`src/core/radio_regs_pkg.sv`:
```
// Package with register map, reset values and fixed codes of the test and status bank
package radio_regs_pkg;
  // Register addresses (6-bit header address)
  localparam logic [5:0] ADDR_RC_OSC_CFG_LOW   = 6'h28;
  localparam logic [5:0] ADDR_SYNTH_TEST       = 6'h29;
  localparam logic [5:0] ADDR_PRODUCTION_TEST  = 6'h2a;
  localparam logic [5:0] ADDR_GAIN_CTRL_TEST   = 6'h2b;
  localparam logic [5:0] ADDR_ANALOG_TEST_B    = 6'h2c;
  localparam logic [5:0] ADDR_ANALOG_TEST_A    = 6'h2d;
  localparam logic [5:0] ADDR_ANALOG_TEST_C    = 6'h2e;
  localparam logic [5:0] ADDR_CHIP_PART_ID     = 6'h30;
  localparam logic [5:0] ADDR_CHIP_REV_ID      = 6'h31;
  localparam logic [5:0] ADDR_FREQ_OFFSET_EST  = 6'h32;
  localparam logic [5:0] ADDR_LINK_QUALITY     = 6'h33;
  // Reset and wake values
  localparam logic [7:0] RST_RC_OSC_CFG_LOW    = 8'h00;
  localparam logic [7:0] RC_OSC_CFG_MASK       = 8'h7f;
  localparam logic [7:0] RST_SYNTH_TEST        = 8'h59;
  localparam logic [7:0] RST_PRODUCTION_TEST   = 8'h7f;
  localparam logic [7:0] TEMP_SENSOR_CODE      = 8'hbf;
  localparam logic [7:0] RST_GAIN_CTRL_TEST    = 8'h3f;
  localparam logic [7:0] RST_ANALOG_TEST_B     = 8'h88;
  localparam logic [7:0] RET_ANALOG_TEST_B     = 8'h81;
  localparam logic [7:0] RST_ANALOG_TEST_A     = 8'h31;
  localparam logic [7:0] RET_ANALOG_TEST_A     = 8'h35;
  localparam logic [7:0] RST_ANALOG_TEST_C     = 8'h0b;
  localparam int         OSC_SEL_CAL_BIT       = 1;
  // Identity codes, values arbitrary
  localparam logic [7:0] PART_ID_VALUE         = 8'h5a;
  localparam logic [7:0] REV_ID_VALUE          = 8'h03;
  // Link quality layout
  localparam int         CRC_MATCH_BIT         = 7;
  localparam int         LQ_SYMBOLS            = 64;
  // Serial frame
  localparam int         HDR_BITS              = 8;
  localparam int         FRAME_BITS            = 16;
  localparam int         RW_BIT                = 7;
endpackage

```
`src/core/radio_test_and_status_regs.sv`:
```
// Test, calibration-support and status registers behind the serial register port
`timescale 1ns/10ps

module radio_test_and_status_regs
(
  // Clock and reset
  input  wire logic       clk,
  input  wire logic       sys_rst,
  // Serial register port (mode 0, MSB first)
  input  wire logic       sel_n,
  input  wire logic       sclk,
  input  wire logic       mosi,
  output logic            miso,
  // Power and radio state
  input  wire logic       sleep_req,
  input  wire logic       radio_idle,
  input  wire logic       converter_retention,
  input  wire logic       amplitude_mod,
  // Demodulator results
  input  wire logic       offset_valid,
  input  wire logic [7:0] carrier_offset_value,
  input  wire logic       rx_start,
  input  wire logic       crc_done,
  input  wire logic       crc_match,
  input  wire logic       sync_found,
  input  wire logic       symbol_strobe,
  input  wire logic [6:0] link_quality_value,
  // Analog-side outputs
  output logic [7:0]      analog_test_b_int,
  output logic [7:0]      analog_test_a_int,
  output logic            osc_select_cal_enable,
  output logic            temp_sensor_en,
  output logic [6:0]      rc_osc_cfg
);

  typedef enum logic [2:0]
  {
    ST_HDR  = 3'b001,
    ST_DATA = 3'b010,
    ST_DONE = 3'b100
  } frame_t;

  // Pin synchronisers, registered with the state below
  logic [1:0] s_sel, s_clk, s_mosi;
  logic       sclk_d;
  wire rise = s_clk[1] & ~sclk_d;
  wire fall = ~s_clk[1] & sclk_d;
  wire frame_on = ~s_sel[1];

  // Register and frame state
  frame_t     state, next_state;
  logic [4:0] bit_cnt, next_bit_cnt;
  logic [7:0] shreg, next_shreg;
  logic [7:0] hdr, next_hdr;
  logic [7:0] txreg, next_txreg;
  logic       next_miso;
  logic [7:0] rc_reg, synth_reg, production_test_reg, gain_reg, tb_reg, ta_reg, tc_reg;
  logic [7:0] next_rc, next_synth, next_production_test, next_gain, next_tb, next_ta, next_tc;
  logic [7:0] tb_int, ta_int, next_tb_int, next_ta_int;
  logic       was_sleep, next_was_sleep;
  logic [7:0] freq_reg, next_freq;
  logic       crc_flag, next_crc_flag;
  logic [6:0] lq_reg, next_lq;
  logic [6:0] sym_cnt, next_sym_cnt;
  logic       lq_run, next_lq_run;
  logic [7:0] rd_data;

  // Read mux, unused bits and unmapped addresses read zero
  always_comb
  begin
    case (hdr[5:0])
      radio_regs_pkg::ADDR_RC_OSC_CFG_LOW:  rd_data = rc_reg;
      radio_regs_pkg::ADDR_SYNTH_TEST:      rd_data = synth_reg;
      radio_regs_pkg::ADDR_PRODUCTION_TEST: rd_data = production_test_reg;
      radio_regs_pkg::ADDR_GAIN_CTRL_TEST:  rd_data = gain_reg;
      radio_regs_pkg::ADDR_ANALOG_TEST_B:   rd_data = tb_reg;
      radio_regs_pkg::ADDR_ANALOG_TEST_A:   rd_data = ta_reg;
      radio_regs_pkg::ADDR_ANALOG_TEST_C:   rd_data = tc_reg;
      radio_regs_pkg::ADDR_CHIP_PART_ID:    rd_data = radio_regs_pkg::PART_ID_VALUE;
      radio_regs_pkg::ADDR_CHIP_REV_ID:     rd_data = radio_regs_pkg::REV_ID_VALUE;
      radio_regs_pkg::ADDR_FREQ_OFFSET_EST: rd_data = freq_reg;
      radio_regs_pkg::ADDR_LINK_QUALITY:    rd_data = {crc_flag, lq_reg};
      default:                              rd_data = 8'h00;
    endcase
  end

  // Next-state logic for the serial frame and the register bank
  always_comb
  begin
    next_state     = state;
    next_bit_cnt   = bit_cnt;
    next_shreg     = shreg;
    next_hdr       = hdr;
    next_txreg     = txreg;
    next_miso      = miso;
    next_rc        = rc_reg;
    next_synth     = synth_reg;
    next_production_test     = production_test_reg;
    next_gain      = gain_reg;
    next_tb        = tb_reg;
    next_ta        = ta_reg;
    next_tc        = tc_reg;
    next_tb_int    = tb_int;
    next_ta_int    = ta_int;
    next_was_sleep = sleep_req;
    if (!frame_on)
    begin
      next_state   = ST_HDR;
      next_bit_cnt = 5'h00;
      next_miso    = 1'b0;
    end
    else if (rise)
    begin
      next_shreg   = {shreg[6:0], s_mosi[1]};
      next_bit_cnt = bit_cnt + 5'h01;
      if (state == ST_HDR && bit_cnt == 5'(radio_regs_pkg::HDR_BITS - 1))
      begin
        next_hdr   = {shreg[6:0], s_mosi[1]};
        next_state = ST_DATA;
      end
      else if (state == ST_DATA && bit_cnt == 5'(radio_regs_pkg::FRAME_BITS - 1))
      begin
        next_state = ST_DONE;
        if (!hdr[radio_regs_pkg::RW_BIT])
        begin
          // Writes to read-only addresses fall through untouched
          case (hdr[5:0])
            radio_regs_pkg::ADDR_RC_OSC_CFG_LOW:
              next_rc = {shreg[6:0], s_mosi[1]} & radio_regs_pkg::RC_OSC_CFG_MASK;
            radio_regs_pkg::ADDR_SYNTH_TEST:      next_synth = {shreg[6:0], s_mosi[1]};
            radio_regs_pkg::ADDR_PRODUCTION_TEST: next_production_test = {shreg[6:0], s_mosi[1]};
            radio_regs_pkg::ADDR_GAIN_CTRL_TEST:  next_gain  = {shreg[6:0], s_mosi[1]};
            radio_regs_pkg::ADDR_ANALOG_TEST_B:
            begin
              next_tb     = {shreg[6:0], s_mosi[1]};
              next_tb_int = {shreg[6:0], s_mosi[1]};
            end
            radio_regs_pkg::ADDR_ANALOG_TEST_A:
            begin
              next_ta     = {shreg[6:0], s_mosi[1]};
              next_ta_int = {shreg[6:0], s_mosi[1]};
            end
            radio_regs_pkg::ADDR_ANALOG_TEST_C:   next_tc = {shreg[6:0], s_mosi[1]};
            default:                              next_tc = tc_reg;
          endcase
        end
      end
    end
    else if (fall)
    begin
      if (state == ST_DATA && bit_cnt == 5'(radio_regs_pkg::HDR_BITS))
      begin
        next_miso  = rd_data[7];
        next_txreg = {rd_data[6:0], 1'b0};
      end
      else if (state == ST_DATA)
      begin
        next_miso  = txreg[7];
        next_txreg = {txreg[6:0], 1'b0};
      end
    end
    // Sleep reloads reset values into the test registers; wake forces the analog copies
    if (sleep_req)
    begin
      next_rc    = radio_regs_pkg::RST_RC_OSC_CFG_LOW;
      next_synth = radio_regs_pkg::RST_SYNTH_TEST;
      next_production_test = radio_regs_pkg::RST_PRODUCTION_TEST;
      next_gain  = radio_regs_pkg::RST_GAIN_CTRL_TEST;
      next_tc    = radio_regs_pkg::RST_ANALOG_TEST_C;
      next_tb    = radio_regs_pkg::RST_ANALOG_TEST_B;
      next_ta    = radio_regs_pkg::RST_ANALOG_TEST_A;
    end
    if (was_sleep && !sleep_req)
    begin
      next_tb_int = converter_retention ? radio_regs_pkg::RET_ANALOG_TEST_B
                                        : radio_regs_pkg::RST_ANALOG_TEST_B;
      next_ta_int = converter_retention ? radio_regs_pkg::RET_ANALOG_TEST_A
                                        : radio_regs_pkg::RST_ANALOG_TEST_A;
    end
  end

  // Next-state logic for demodulator status
  always_comb
  begin
    next_freq     = freq_reg;
    next_crc_flag = crc_flag;
    next_lq       = lq_reg;
    next_sym_cnt  = sym_cnt;
    next_lq_run   = lq_run;
    if (amplitude_mod)
      next_freq = 8'h00;
    else if (offset_valid)
      next_freq = carrier_offset_value;
    if (crc_done)
      next_crc_flag = crc_match;
    if (rx_start)
      next_crc_flag = 1'b0;
    if (sync_found)
    begin
      next_lq_run  = 1'b1;
      next_sym_cnt = 7'h00;
    end
    else if (lq_run && symbol_strobe)
    begin
      next_sym_cnt = sym_cnt + 7'h01;
      if (sym_cnt == 7'(radio_regs_pkg::LQ_SYMBOLS - 1))
      begin
        next_lq_run = 1'b0;
        next_lq     = link_quality_value;
      end
    end
  end

  // State registers, pin synchronisers and registered outputs
  always_ff @(posedge clk or posedge sys_rst)
  begin
    if (sys_rst)
    begin
      state     <= ST_HDR;
      bit_cnt   <= 5'h00;
      shreg     <= 8'h00;
      hdr       <= 8'h00;
      txreg     <= 8'h00;
      miso      <= 1'b0;
      rc_reg    <= radio_regs_pkg::RST_RC_OSC_CFG_LOW;
      synth_reg <= radio_regs_pkg::RST_SYNTH_TEST;
      production_test_reg <= radio_regs_pkg::RST_PRODUCTION_TEST;
      gain_reg  <= radio_regs_pkg::RST_GAIN_CTRL_TEST;
      tb_reg    <= radio_regs_pkg::RST_ANALOG_TEST_B;
      ta_reg    <= radio_regs_pkg::RST_ANALOG_TEST_A;
      tc_reg    <= radio_regs_pkg::RST_ANALOG_TEST_C;
      tb_int    <= radio_regs_pkg::RST_ANALOG_TEST_B;
      ta_int    <= radio_regs_pkg::RST_ANALOG_TEST_A;
      was_sleep <= 1'b0;
      freq_reg  <= 8'h00;
      crc_flag  <= 1'b0;
      lq_reg    <= 7'h00;
      sym_cnt   <= 7'h00;
      lq_run    <= 1'b0;
      s_sel     <= 2'h3;
      s_clk     <= 2'h0;
      s_mosi    <= 2'h0;
      sclk_d    <= 1'h0;
      analog_test_b_int     <= radio_regs_pkg::RST_ANALOG_TEST_B;
      analog_test_a_int     <= radio_regs_pkg::RST_ANALOG_TEST_A;
      osc_select_cal_enable <= radio_regs_pkg::RST_ANALOG_TEST_C[radio_regs_pkg::OSC_SEL_CAL_BIT];
      temp_sensor_en        <= 1'b0;
      rc_osc_cfg            <= radio_regs_pkg::RST_RC_OSC_CFG_LOW[6:0];
    end
    else
    begin
      state     <= next_state;
      bit_cnt   <= next_bit_cnt;
      shreg     <= next_shreg;
      hdr       <= next_hdr;
      txreg     <= next_txreg;
      miso      <= next_miso;
      rc_reg    <= next_rc;
      synth_reg <= next_synth;
      production_test_reg <= next_production_test;
      gain_reg  <= next_gain;
      tb_reg    <= next_tb;
      ta_reg    <= next_ta;
      tc_reg    <= next_tc;
      tb_int    <= next_tb_int;
      ta_int    <= next_ta_int;
      was_sleep <= next_was_sleep;
      freq_reg  <= next_freq;
      crc_flag  <= next_crc_flag;
      lq_reg    <= next_lq;
      sym_cnt   <= next_sym_cnt;
      lq_run    <= next_lq_run;
      s_sel     <= {s_sel[0], sel_n};
      s_clk     <= {s_clk[0], sclk};
      s_mosi    <= {s_mosi[0], mosi};
      sclk_d    <= s_clk[1];
      analog_test_b_int     <= tb_int;
      analog_test_a_int     <= ta_int;
      osc_select_cal_enable <= tc_reg[radio_regs_pkg::OSC_SEL_CAL_BIT];
      temp_sensor_en        <= radio_idle &&
                               production_test_reg == radio_regs_pkg::TEMP_SENSOR_CODE;
      rc_osc_cfg            <= rc_reg[6:0];
    end
  end

  // Checks
  a_sleep_wipe: assert property (@(posedge clk) disable iff (sys_rst)
    sleep_req |=> production_test_reg == radio_regs_pkg::RST_PRODUCTION_TEST &&
                  synth_reg == radio_regs_pkg::RST_SYNTH_TEST)
    else $error("test registers kept over sleep");
  a_temp_sensor: assert property (@(posedge clk) disable iff (sys_rst)
    (radio_idle && production_test_reg == radio_regs_pkg::TEMP_SENSOR_CODE) |=> temp_sensor_en)
    else $error("temperature sensor not enabled");
  a_wake_force_b: assert property (@(posedge clk) disable iff (sys_rst)
    ($fell(sleep_req) && converter_retention) |=> ##1
      analog_test_b_int == radio_regs_pkg::RET_ANALOG_TEST_B)
    else $error("analog b not forced on wake");
  a_wake_read_b: assert property (@(posedge clk) disable iff (sys_rst)
    $fell(sleep_req) |-> tb_reg == radio_regs_pkg::RST_ANALOG_TEST_B)
    else $error("analog b readback wrong after wake");
  a_wake_force_a: assert property (@(posedge clk) disable iff (sys_rst)
    ($fell(sleep_req) && !converter_retention) |=> ##1
      analog_test_a_int == radio_regs_pkg::RST_ANALOG_TEST_A)
    else $error("analog a not forced on wake");
  a_wake_read_a: assert property (@(posedge clk) disable iff (sys_rst)
    $fell(sleep_req) |-> ta_reg == radio_regs_pkg::RST_ANALOG_TEST_A)
    else $error("analog a readback wrong after wake");
  a_osc_cal_sleep: assert property (@(posedge clk) disable iff (sys_rst)
    sleep_req [*2] |=> osc_select_cal_enable)
    else $error("calibration enable not back to one after sleep");
  a_ask_zero: assert property (@(posedge clk) disable iff (sys_rst)
    amplitude_mod |=> freq_reg == 8'h00)
    else $error("offset not zero under amplitude keying");
  a_crc_clear: assert property (@(posedge clk) disable iff (sys_rst)
    rx_start |=> !crc_flag)
    else $error("match flag survived receive entry");
  c_wake_ret: cover property (@(posedge clk) $fell(sleep_req) && converter_retention);
  c_temp_on: cover property (@(posedge clk) temp_sensor_en);
  c_lq_done: cover property (@(posedge clk) lq_run ##1 !lq_run);
  c_frame_end: cover property (@(posedge clk) state == ST_DONE);

endmodule // radio_test_and_status_regs

```
`config.mk`:
```
export PLATFORM = sky130hd
export DESIGN_NAME = radio_test_and_status_regs
export DESIGN_NICKNAME = d
export VERILOG_FILES = /design/src/core/radio_regs_pkg.sv /design/src/core/radio_test_and_status_regs.sv
export SDC_FILE = /design/constraint.sdc
export NUM_CORES = 1
export LEC_CHECK = 0
export BUFFER_PORTS_ARGS = -buffer_cell sky130_fd_sc_hd__buf_2
export CAP_MARGIN = 10
export CORE_UTILIZATION = 40
export CTS_CLUSTER_DIAMETER = 50
export CTS_CLUSTER_SIZE = 28
export DETAILED_ROUTE_END_ITERATION = 8
export REMOVE_ABC_BUFFERS = 1
export SYNTH_ARGS = -nofsm -noshare
export SYNTH_HDL_FRONTEND = slang
export SYNTH_SLANG_ARGS = --single-unit
```
`constraint.sdc`:
```
create_clock -name clk -period 6.95 [get_ports clk]
set_clock_uncertainty 0.05 [all_clocks]
set_input_delay 0.695 -clock clk [delete_from_list [all_inputs] [get_ports clk]]
set_output_delay 0.695 -clock clk [all_outputs]
set_load 0.1 [all_outputs]
```
# After elaboration in Yosys (flattened, before gate mapping)

Index checks and enable logic that the tools add are counted.

Add/sub/neg operators: 2
Equal/unequal tests: 25
Muxes and demuxes: 76
Bitwise operators: 7
Reductions and logical operators: 45

Operators by type and width:

| operator            | count |
|---|---|
| $mux 8              | 55 |
| $pmux 8 s11         | 1 |
| $eq 6x6->1 const B  | 11 |
| $reduce_and 6->1    | 9 |
| $reduce_bool 2->1   | 20 |
| $mux 3              | 5 |
| $mux 7              | 2 |
| $eq 5x4->1 const B  | 2 |
| $mux 1              | 10 |
| $mux 5              | 2 |
| $reduce_and 3->1    | 3 |
| $eq 8x8->1 const B  | 1 |
| $ne 2x2->1 const B  | 4 |
| $add 7x1->7 const B | 1 |
| $eq 7x6->1 const B  | 1 |
| $logic_and 1x1->1   | 6 |
| $ne 2x1->1 const B  | 3 |
| $reduce_and 2->1    | 3 |
| $reduce_bool 3->1   | 2 |
| $add 5x1->5 const B | 1 |
| $eq 5x3->1 const B  | 1 |
| $not 1->1           | 5 |
| $mux 4              | 1 |
| $reduce_and 4->1    | 1 |
| 4 further kinds     | 5 |

Flip-flop bits (word level): 161
Input bits: 30

# Longest topological paths before layout

Gate-level depths: netlist of run 1.

Depth in word-level cells: 8
Gate-level depth with buffers: 9
Gate-level depth less buffers: 7

# Worst setup path after synthesis of run 1

OpenSTA, ideal clock, no wires.

Path kind: register -> register
From: register bit_cnt[0]
To: register tc_reg[0]
Arrival: 1,963 ps
Setup slack: 4,855 ps
Cell stages (with the launch flop): 10
Buffers on the path: 2
Path through: dfrtp_1 -> ha_1 -> and3_1 -> ha_1 -> nor4bb_1 -> buf_2 -> and4_1 -> buf_4 -> nor2b_1 -> a211o_1

Word-level cells in the longest chain between the ends: 4
Elaborated cells between the ends (all ways): 7
Classes of those cells: eq/ne: 3; reduce/logical: 4

Ends and longest elaborated chain:

| element                                                   | line                                                                 | source |
|---|---|---|
| start, declared                                           | radio_test_and_status_regs.sv:52                                     | `logic [4:0] bit_cnt, next_bit_cnt;` |
| start signal, assigned                                    | radio_test_and_status_regs.sv:253                                    | `bit_cnt <= next_bit_cnt;` |
| $eq 5x3->1 or $eq 5x4->1 (tied branches)                  | radio_test_and_status_regs.sv:116, radio_test_and_status_regs.sv:121 |  |
| $logic_and 1x1->1, on equally long branches               | radio_test_and_status_regs.sv:116, radio_test_and_status_regs.sv:121 |  |
| $ne 2x2->1 (no line) or $reduce_bool 2->1 (tied branches) | --                                                                   |  |
| $reduce_and 6->1 (no line) *                              | --                                                                   |  |
| end signal, assigned                                      | radio_test_and_status_regs.sv:231                                    | `tc_reg <= radio_regs_pkg::RST_ANALOG_TEST_C;` |
| end signal, assigned                                      | radio_test_and_status_regs.sv:264                                    | `tc_reg <= next_tc;` |
| end, declared                                             | radio_test_and_status_regs.sv:57                                     | `logic [7:0] rc_reg, synth_reg, production_test_reg, gain_reg, tb_reg, ta_reg, tc_reg;` |

Every way passes the cells marked *; elsewhere a longest branch is shown, timed or not.
A chain may end at the register's enable or synchronous reset.

# Worst setup path in the final report of run 1

From: register s_sel[1]
To: register production_test_reg[4]

Word-level cells in the longest chain between the ends: 2

Ends and longest elaborated chain:

| element                    | line                              | source |
|---|---|---|
| start, declared            | radio_test_and_status_regs.sv:44  | `logic [1:0] s_sel, s_clk, s_mosi;` |
| start signal, assigned     | radio_test_and_status_regs.sv:273 | `s_sel <= {s_sel[0], sel_n};` |
| $ne 2x2->1 (no line)       | --                                |  |
| $reduce_and 6->1 (no line) | --                                |  |
| end signal, assigned       | radio_test_and_status_regs.sv:227 | `production_test_reg <= radio_regs_pkg::RST_PRODUCTION_TEST;` |
| end signal, assigned       | radio_test_and_status_regs.sv:260 | `production_test_reg <= next_production_test;` |
| end, declared              | radio_test_and_status_regs.sv:57  |  |

No other way between the ends.

==> run_results.csv, run 1 <==
group,metric,value,unit
detailed_routing,routed_wl,15500,µm
job,maxCapViolCount,0,
synthesis,yosysSeqAreaShare,57.5,%
synthesis,yosys_warnings,0,
power,switching_share,24.5,%
critical_path,crit_buf_inv,0,
timing,min_period,3.01,ns
critical_path,worstPathArrival,3.30,ns
critical_path,cp_slowest_cell,"nor3b_2",
power,p_int,1580,µW
final_layout,antenna_cells,0,
detailed_routing,vias_per_cell,5.33,
floorplan,pin_count,56,
synthesis,syn_area_per_cell,11.6,µm²
critical_path,rrSetupSlack,3.94,ns
timing,hold_viol,0,
synthesis,synth-seq-cells,158,
critical_path,cp_top_family,"simple AND/OR/NAND/NOR gates",
clock_network,cts.clk_slew.worst_paths,0.07,ns
power,power,2090,µW
synthesis,syn_area,6960,µm²
timing,post-route-worst-setup-slack,3.94,ns
timing,finalCritPeriodShare,43.3,%
grt,gr-total-overflow,0,
clock_network,insertion_delay,0.43,ns
critical_path,cp_max_fo,16,
final_layout,fillers,1523,
clock_network,post_cts_buffers,0,
final_layout,final_nets,672,
synthesis,synthArstFlopShare,100,%
outcome,outcome,"finished, final reports clean",
power,powerDensity,262,nW/µm²
clock_network,post_cts_resized,0,
power,leakagePower,0.00355,µW
detailed_routing,drtAntennaViolNets,0,
detailed_routing,first_iter_violations,216,
clock_network,cts_hold_buf,0,
grt,grt_usage,18.7,%
synthesis,synthDistinctLibCells,59,
timing,setup_viol,0,
clock_network,cts_buffer_depth,2,
grt,antenna_found_initial,0,
final_layout,syn2layout_area_growth,14.6,%
final_layout,final_common_cell,"dfrtp_1",
power,p_comb_share,5.1,%
power,ir_drop,0.000172,V
synthesis,synth_edf_count,0,
floorplan,floorplan.initialDensity,41.5,%
clock_network,htree_levels,4,
place,hpwlAfterDp,10200,µm
detailed_routing,first_pass_iters,7,
clock_network,cts_tree,"done",
floorplan,rows,47,
power,p_sw,512,µW
grt,grt_pass1_wl,25400,µm
timing,rsz0062_at_grt,"false",
critical_path,crit_chain,"nor3b_2 -> nand4_2 -> nor2b_1 -> mux2i_1",
timing,hold_slack,0.308,ns
critical_path,max_stage_delay,0.93,ns
final_layout,drive_gt1_share,26.4,%
grt,grt_pass1_vias,4689,
place,routabilityCongestion,0.810,
floorplan,coreArea,16800,µm²
power,power_frac_seq,48.4,%
floorplan,die_w,134,µm
detailed_routing,routedWlPerCell,17.8,µm
grt,grt_max_degree,111,
floorplan,die_area,17900,µm²
timing,drv_slew,0,
floorplan,die_h,134,µm
synthesis,syn_inst,598,
place,pre_cts_ws,4.03,ns
timing,tns,0,ns
critical_path,end_kind,"register",
synthesis,synth_top_flop_cell,"dfrtp_1",
timing,worst_slew_pin_slew,1.12,ns
hold_path,hold_class,"reg -> reg",
detailed_routing,vias,4641,
detailed_routing,route.detailed.drc,0,
clock_network,cts_sinks,158,
critical_path,cp-start-kind,"register",
clock_network,cts_root_buf,"clkbuf_16",
critical_path,crit_required,7.24,ns
timing,slew-limit-headroom,24.9,%
timing,fmax,332,MHz
final_layout,final_cell_mix,"dfrtp_1 (119), nor2_1 (69), nand2_1 (60), mux2i_1 (57), buf_2 (55)",
place,port_buffers,55,
critical_path,critical_path_class,"reg -> reg",
clock_network,numCtsBuffers,17,
power,clock_power_share,46.5,%
-- logic make-up (layout without fill, tap and decap cells) --
kind of cell	count (synthesis)	count (layout)	synth area share (%)
AOI/OAI and AO/OA	83	83	7.84
xor gates and xnor gates	9	9	1.13
adders and majority gates	4	4	0.719
buffers and inverters	53	106	3.69
DFF	158	158	57.5
muxes	89	89	14.3
and+or+nand+nor	202	202	14.8
-- routing by layer --
| metal | vias up | global-route usage (%) | share of wire [%] |
|---|---|---|---|
| li1 | 2158 | - | - |
| met1 | 2373 | 25.2 | 47 |
| met2 | 89 | 29.2 | 47 |
| met3 | 21 | 4.57 | 3.9 |
| met4 | 0 | 6.88 | 1.7 |
| met5 | - | 0 | 0 |
-- final timing paths --
check | from | endpoint | depth (start not counted)
max | s_sel[1] | production_test_reg[4] | 4
min | s_sel[0] | s_sel[1] | 0
min in group asynchronous | sys_rst | analog_test_b_int[5] | 2
max reg2reg | s_sel[1] | production_test_reg[4] | 4
max in group asynchronous | sys_rst | hdr[2] | 3
min reg2reg | s_sel[0] | s_sel[1] | 0
-- cells in the mapped netlist, drive strengths merged (8+ instances only) --
| master | count | area (µm²) |
|---|---|---|
| dfrtp | 119 | 2980 |
| nor2 | 70 | 270 |
| nand2 | 60 | 225 |
| mux2i | 57 | 571 |
| a21oi | 40 | 200 |
| dfstp | 39 | 1020 |
| buf | 27 | 159 |
| mux2 | 26 | 293 |
| clkbuf | 13 | 48.8 |
| inv | 13 | 48.8 |
| nor2b | 12 | 75.1 |
| nand4 | 8 | 68.8 |
| o2bb2ai | 8 | 70.1 |
-- metrics by stage --
stage | cell area [µm²] | util, % | cells
floorplan | 6750 | - | 558
finish | 7970 | 47.6 | 871
global placement | 7340 | 43.8 | 838
CTS | 7960 | 47.5 | 870
global route | 7970 | 47.6 | 871
detailed placement | 7340 | 43.8 | 838
-- area by class of cell --
type	instances	area, µm²	area share (%)
sequential	158	4000	50.2
multi-input combinational	387	2700	33.9
clock buffer	21	460	5.78
timing repair buffer	61	324	4.06
tap	220	275	3.45
clock inverter	11	156	1.96
inverter	13	53.8	0.675
-- worst reg2reg max path, cell delays in order (launching register included) --
cell and delay [ns]:
dfstp_2 0.44, nor3b_2 0.93, nand4_2 0.34, nor2b_1 0.86, mux2i_1 0.31
-- power groups by stage --
stage	registers [µW]	logic (µW)	clock network, µW
final	1010	107	972
after global routing	1020	117	1030
after CTS	1010	108	992
after detailed placement	1030	108	0
after global placement	1030	104	0
after floorplan	1010	57.7	0
(Power assumes the default switching activity.)
==> run 2: changes to the inputs <==
==> constraint.sdc (replaced) <==
create_clock -name clk -period 2.8 [get_ports clk]
set_clock_uncertainty 0.05 [all_clocks]
set_input_delay 0.28 -clock clk [delete_from_list [all_inputs] [get_ports clk]]
set_output_delay 0.28 -clock clk [all_outputs]
set_load 0.1 [all_outputs]
==> run 2 against run 1 <==
  * Hold slack got worse by 0.28 ns
  * Via count rose by 1.2%
  * Final cell count up 1.8%
  * Register-to-register slack worse by 3.7 ns
  * Combinational power rose to 2.5 times the previous value
  * Wire length is 1.3% higher
  * Sequential power grew 150%
  * Critical endpoint is now tc_reg[5]
  * Largest cell class unchanged
  * Highest routed layer unchanged
==> run_results.csv, run 2 (synthesis results as in run 1) <==
group,metric,value,unit
grt,gr-total-overflow,0,
detailed_routing,vias_per_cell,5.30,
timing,setup_viol,0,
critical_path,cp_slowest_cell,"and4_1",
clock_network,cts_tree,"done",
clock_network,cts_root_buf,"clkbuf_16",
critical_path,cp-start-kind,"register",
final_layout,antenna_cells,0,
floorplan,rows,47,
timing,rsz0062_at_grt,"false",
timing,worst_slew_pin_slew,0.651,ns
critical_path,rr_worst_depth,8,
floorplan,floorplan.initialDensity,41.5,%
power,powerDensity,617,nW/µm²
detailed_routing,vias,4698,
critical_path,cp_max_fo,11,
timing,hold_viol,0,
grt,grt_usage,18.7,%
timing,finalCritPeriodShare,90.9,%
final_layout,final_nets,688,
detailed_routing,routed_wl,15700,µm
final_layout,final_cell_mix,"dfrtp_1 (119), nor2_1 (69), nand2_1 (60), mux2i_1 (57), buf_2 (55)",
final_layout,final_cells,887,
final_layout,regArea,4000,µm²
place,hpwlAfterDp,10900,µm
critical_path,max_stage_delay,0.54,ns
detailed_routing,first_pass_iters,4,
detailed_routing,route.detailed.drc,0,
final_layout,multi_input_area,2700,µm²
timing,hold_slack,0.0319,ns
hold_path,min_path_cells,2,
final_layout,drive_gt1_share,27.4,%
power,ir_drop,0.000418,V
outcome,outcome,"finished, final reports clean",
clock_network,cts_sinks,158,
critical_path,end_kind,"register",
timing,min_period,2.55,ns
detailed_routing,first_iter_violations,294,
hold_path,hold_class,"in -> reg",
timing,drv_slew,0,
timing,fmax,393,MHz
critical_path,crit_required,3.05,ns
critical_path,critical_path_class,"reg -> reg",
timing,tns,0,ns
critical_path,worstPathArrival,2.79,ns
power,leakagePower,0.00360,µW
clock_network,insertion_delay,0.43,ns
detailed_routing,drtAntennaViolNets,0,
clock_network,cts.clk_slew.worst_paths,0.07,ns
floorplan,coreArea,16800,µm²
place,routabilityCongestion,0.836,
grt,grt_pass1_wl,25600,µm
detailed_routing,routedWlPerCell,17.7,µm
floorplan,die_h,134,µm
place,port_buffers,55,
clock_network,htree_levels,4,
clock_network,numCtsBuffers,17,
grt,grt_max_degree,61,
clock_network,cts_buffer_depth,2,
job,maxCapViolCount,0,
final_layout,syn2layout_area_growth,15.5,%
floorplan,die_w,134,µm
critical_path,crit_top_cell,"ha_1",
final_layout,fillers,1535,
final_layout,final_common_cell,"dfrtp_1",
critical_path,crit_chain,"ha_1 -> and3_1 -> ha_1 -> nor4bb_1 -> buf_4 -> and4_1 -> mux2i_1 -> nor2_1",
grt,grt_pass1_vias,4760,
place,dp.cells,850,
timing,slew-limit-headroom,56.5,%
floorplan,pin_count,56,
floorplan,die_area,17900,µm²
grt,antenna_found_initial,0,
run 2: cell types whose count changed in the layout (fill, tap and decap cells not counted):
cell / delta
buf_4: +12
buf_6: -1
bufinv_16: -2
clkbuf_8: -2
clkinv_2: +4
clkinv_4: +2
dlygate4sd3_1: +5
inv_6: -3
inv_8: +1
run 2: area by class of cell:
class,count,share of cell area [%]
inverter,13,0.669
timing repair buffer,77,5.64
multi-input combinational,387,33.6
tap,220,3.43
clock buffer,19,5.39
clock inverter,13,1.48
sequential,158,49.8
run 2: path summary, 6_finish.rpt:
path | slack (ns) | to | start
worst max register to register | 0.25 | tc_reg[5] | bit_cnt[0]
max in group asynchronous | 1.48 | production_test_reg[6] | sys_rst
worst min register to register | 0.30 | s_clk[1] | s_clk[0]
min in group asynchronous | 0.40 | analog_test_a_int[1] | sys_rst
worst min-delay path | 0.03 | lq_reg[3] | link_quality_value[3]
worst max-delay path | 0.25 | tc_reg[5] | bit_cnt[0]
run 2: routing by layer:
layer	wire, µm	track usage, %
met5	0	0
met3	617	4.27
met4	263	6.57
met2	7480	28.8
met1	7350	26.0
run 2: timing repair:
item	4_1_cts	5_1_grt
endpoints found under the hold margin	49	0
hold buffers	5	0
buffers inserted	0	0
resized for setup	0	0
run 2: power by group:
part / leakage (µW) / total, µW / switching (µW) / internal (µW)
Combinational: 0.00131 / 271 / 168 / 103
Sequential: 0.00202 / 2520 / 158 / 2360
Clock: 0.000265 / 2170 / 949 / 1230
run 2: metrics by stage:
stage                     instance area [µm²]  setup WS, ns  total power [µW]  util (%)
after floorplan                          6750         -1.73              2660         -
after global placement                   7430         0.466              2820      44.4
after detailed placement                 7430         0.338              2830      44.4
after CTS                                8040         0.270              5010      48.0
after global routing                     8040        0.0722              5140      48.0
final                                    8040         0.254              4960      48.0
run 2: critical path: cells and delay by family (launching register included):
| family | cells | cell delay (ns) |
|---|---|---|
| adder cells (fa/ha/maj) | 2 | 0.39 |
| buffers and inverters | 1 | 0.22 |
| flip-flops | 1 | 0.40 |
| multiplexers | 1 | 0.27 |
| AND/OR/NAND/NOR | 4 | 1.09 |
==> run 3: changes to the inputs <==
--- a/config.mk
+++ b/config.mk
@@ -11,6 +11,7 @@
 export CTS_CLUSTER_DIAMETER = 50
 export CTS_CLUSTER_SIZE = 28
 export DETAILED_ROUTE_END_ITERATION = 8
+export GPL_TIMING_DRIVEN = 0
 export REMOVE_ABC_BUFFERS = 1
 export SYNTH_ARGS = -nofsm -noshare
 export SYNTH_HDL_FRONTEND = slang
==> run 3 against run 2 <==
  * Power up 2.8%
  * Largest cell class unchanged
  * Sequential power about the same
  * Die area unchanged
  * Via count down 0.98%
  * Design area up 0.76%
  * Register-to-register slack worse by 0.02 ns
  * Wire length down 3.9%
  * First-iteration DRC count down 15%
  * Combinational power about the same
==> run_results.csv, run 3 (synthesis results as in run 1) <==
group,metric,value,unit
outcome,outcome,"finished, final reports clean",
place,port_buffers,55,
timing,drv_slew,0,
floorplan,die_h,134,µm
detailed_routing,first_iter_violations,251,
timing,worst_slew_pin_slew,1.14,ns
place,pre_cts_ws,-0.785,ns
clock_network,cts_root_buf,"clkbuf_16",
critical_path,critical_path_class,"reg -> reg",
final_layout,final_cells,877,
final_layout,final_nets,678,
place,hpwlAfterDp,10000,µm
floorplan,coreArea,16800,µm²
final_layout,final_cell_mix,"dfrtp_1 (118), nor2_1 (69), nand2_1 (60), mux2i_1 (57), buf_2 (55)",
detailed_routing,drtAntennaViolNets,0,
critical_path,crit_required,3.10,ns
final_layout,fillers,1540,
floorplan,pin_count,56,
timing,finalCritPeriodShare,91.5,%
grt,grt_pass1_vias,4655,
place,dp.cells,835,
job,maxCapViolCount,0,
detailed_routing,first_pass_iters,5,
critical_path,end_kind,"register",
final_layout,multi_input_area,2750,µm²
hold_path,hold_class,"in -> reg",
timing,rsz0062_at_grt,"false",
timing,slew-limit-headroom,23.9,%
critical_path,cp_max_fo,16,
detailed_routing,vias,4652,
timing,hold_slack,0.0327,ns
critical_path,worstPathArrival,2.86,ns
place,routabilityCongestion,0.843,
clock_network,numCtsBuffers,17,
detailed_routing,routedWlPerCell,17.2,µm
detailed_routing,route.detailed.drc,0,
timing,hold_viol,0,
floorplan,die_w,134,µm
final_layout,fin_util,48.3,%
grt,grt_usage,18.1,%
final_layout,syn2layout_area_growth,16.4,%
detailed_routing,routed_wl,15100,µm
clock_network,insertion_delay,0.43,ns
clock_network,cts_sinks,158,
floorplan,floorplan.initialDensity,41.5,%
clock_network,cts.clk_slew.worst_paths,0.06,ns
power,powerDensity,630,nW/µm²
critical_path,rr_worst_depth,4,
final_layout,antenna_cells,0,
timing,setup_viol,0,
floorplan,rows,47,
detailed_routing,vias_per_cell,5.30,
clock_network,htree_levels,4,
final_layout,drive_gt1_share,27.4,%
power,ir_drop,0.000472,V
timing,min_period,2.56,ns
power,leakagePower,0.00360,µW
clock_network,cts_tree,"done",
grt,antenna_found_initial,0,
grt,gr-total-overflow,0,
final_layout,final_common_cell,"dfrtp_1",
final_layout,regArea,4000,µm²
floorplan,die_area,17900,µm²
timing,fmax,390,MHz
hold_path,min_path_cells,2,
timing,tns,0,ns
grt,grt_pass1_wl,24800,µm
clock_network,cts_buffer_depth,2,
critical_path,cp-start-kind,"register",
timing,post-route-worst-setup-slack,0.239,ns
grt,grt_max_degree,101,
[run 3: what timing repair did]
action,4_1_cts,5_1_grt
setup buffers,1,3
hold buffers,5,0
gates cloned,0,0
endpoints found under the hold margin,45,0
endpoints found under the setup margin,59,44
resized for setup,4,4
pin swaps,1,1
[run 3: worst max-delay path: stages, from the launching register on]
cell	delay [ns]
dfstp_2	0.44
nor3b_4	0.74
nand4_2	0.35
nor2b_2	0.61
mux2i_1	0.28
[run 3: layout make-up]
type                       instances  area share (%)
inverter                          13           0.664
sequential                       158            49.4
timing repair buffer              67            5.16
multi-input combinational        387            33.9
clock buffer                      18            5.42
tap                              220            3.40
clock inverter                    14            1.98
[run 3: through the flow]
step / total power, µW / instance area, µm²
3_3_place_gp: 2800 / 7300
4_1_cts: 5150 / 8040
5_1_grt: 5280 / 8100
3_5_place_dp: 2820 / 7360
2_1_floorplan: 2660 / 6750
6_report: 5100 / 8100
[run 3: power breakdown]
group	switching (µW)	internal, µW	total (µW)
combinational	167	102	269
sequential	151	2360	2510
clock	969	1350	2320
total	1290	3810	5100
[run 3: worst paths after layout]
check / start / endpoint / slack, ns
hold reg to reg: s_clk[0] / s_clk[1] / 0.30
min in group asynchronous: sys_rst / analog_test_b_int[5] / 0.40
setup reg to reg: s_sel[1] / production_test_reg[0] / 0.24
max in group asynchronous: sys_rst / gain_reg[4] / 1.41
setup / recovery: s_sel[1] / production_test_reg[0] / 0.24
hold / removal: link_quality_value[0] / lq_reg[0] / 0.03
[run 3: routing by layer]
| metal | track usage, % | part of all wire, % |
|---|---|---|
| met2 | 27.5 | 46 |
| met5 | 0 | 0 |
| met3 | 3.67 | 4.0 |
| met1 | 24.8 | 47 |
| met4 | 8.84 | 2.7 |
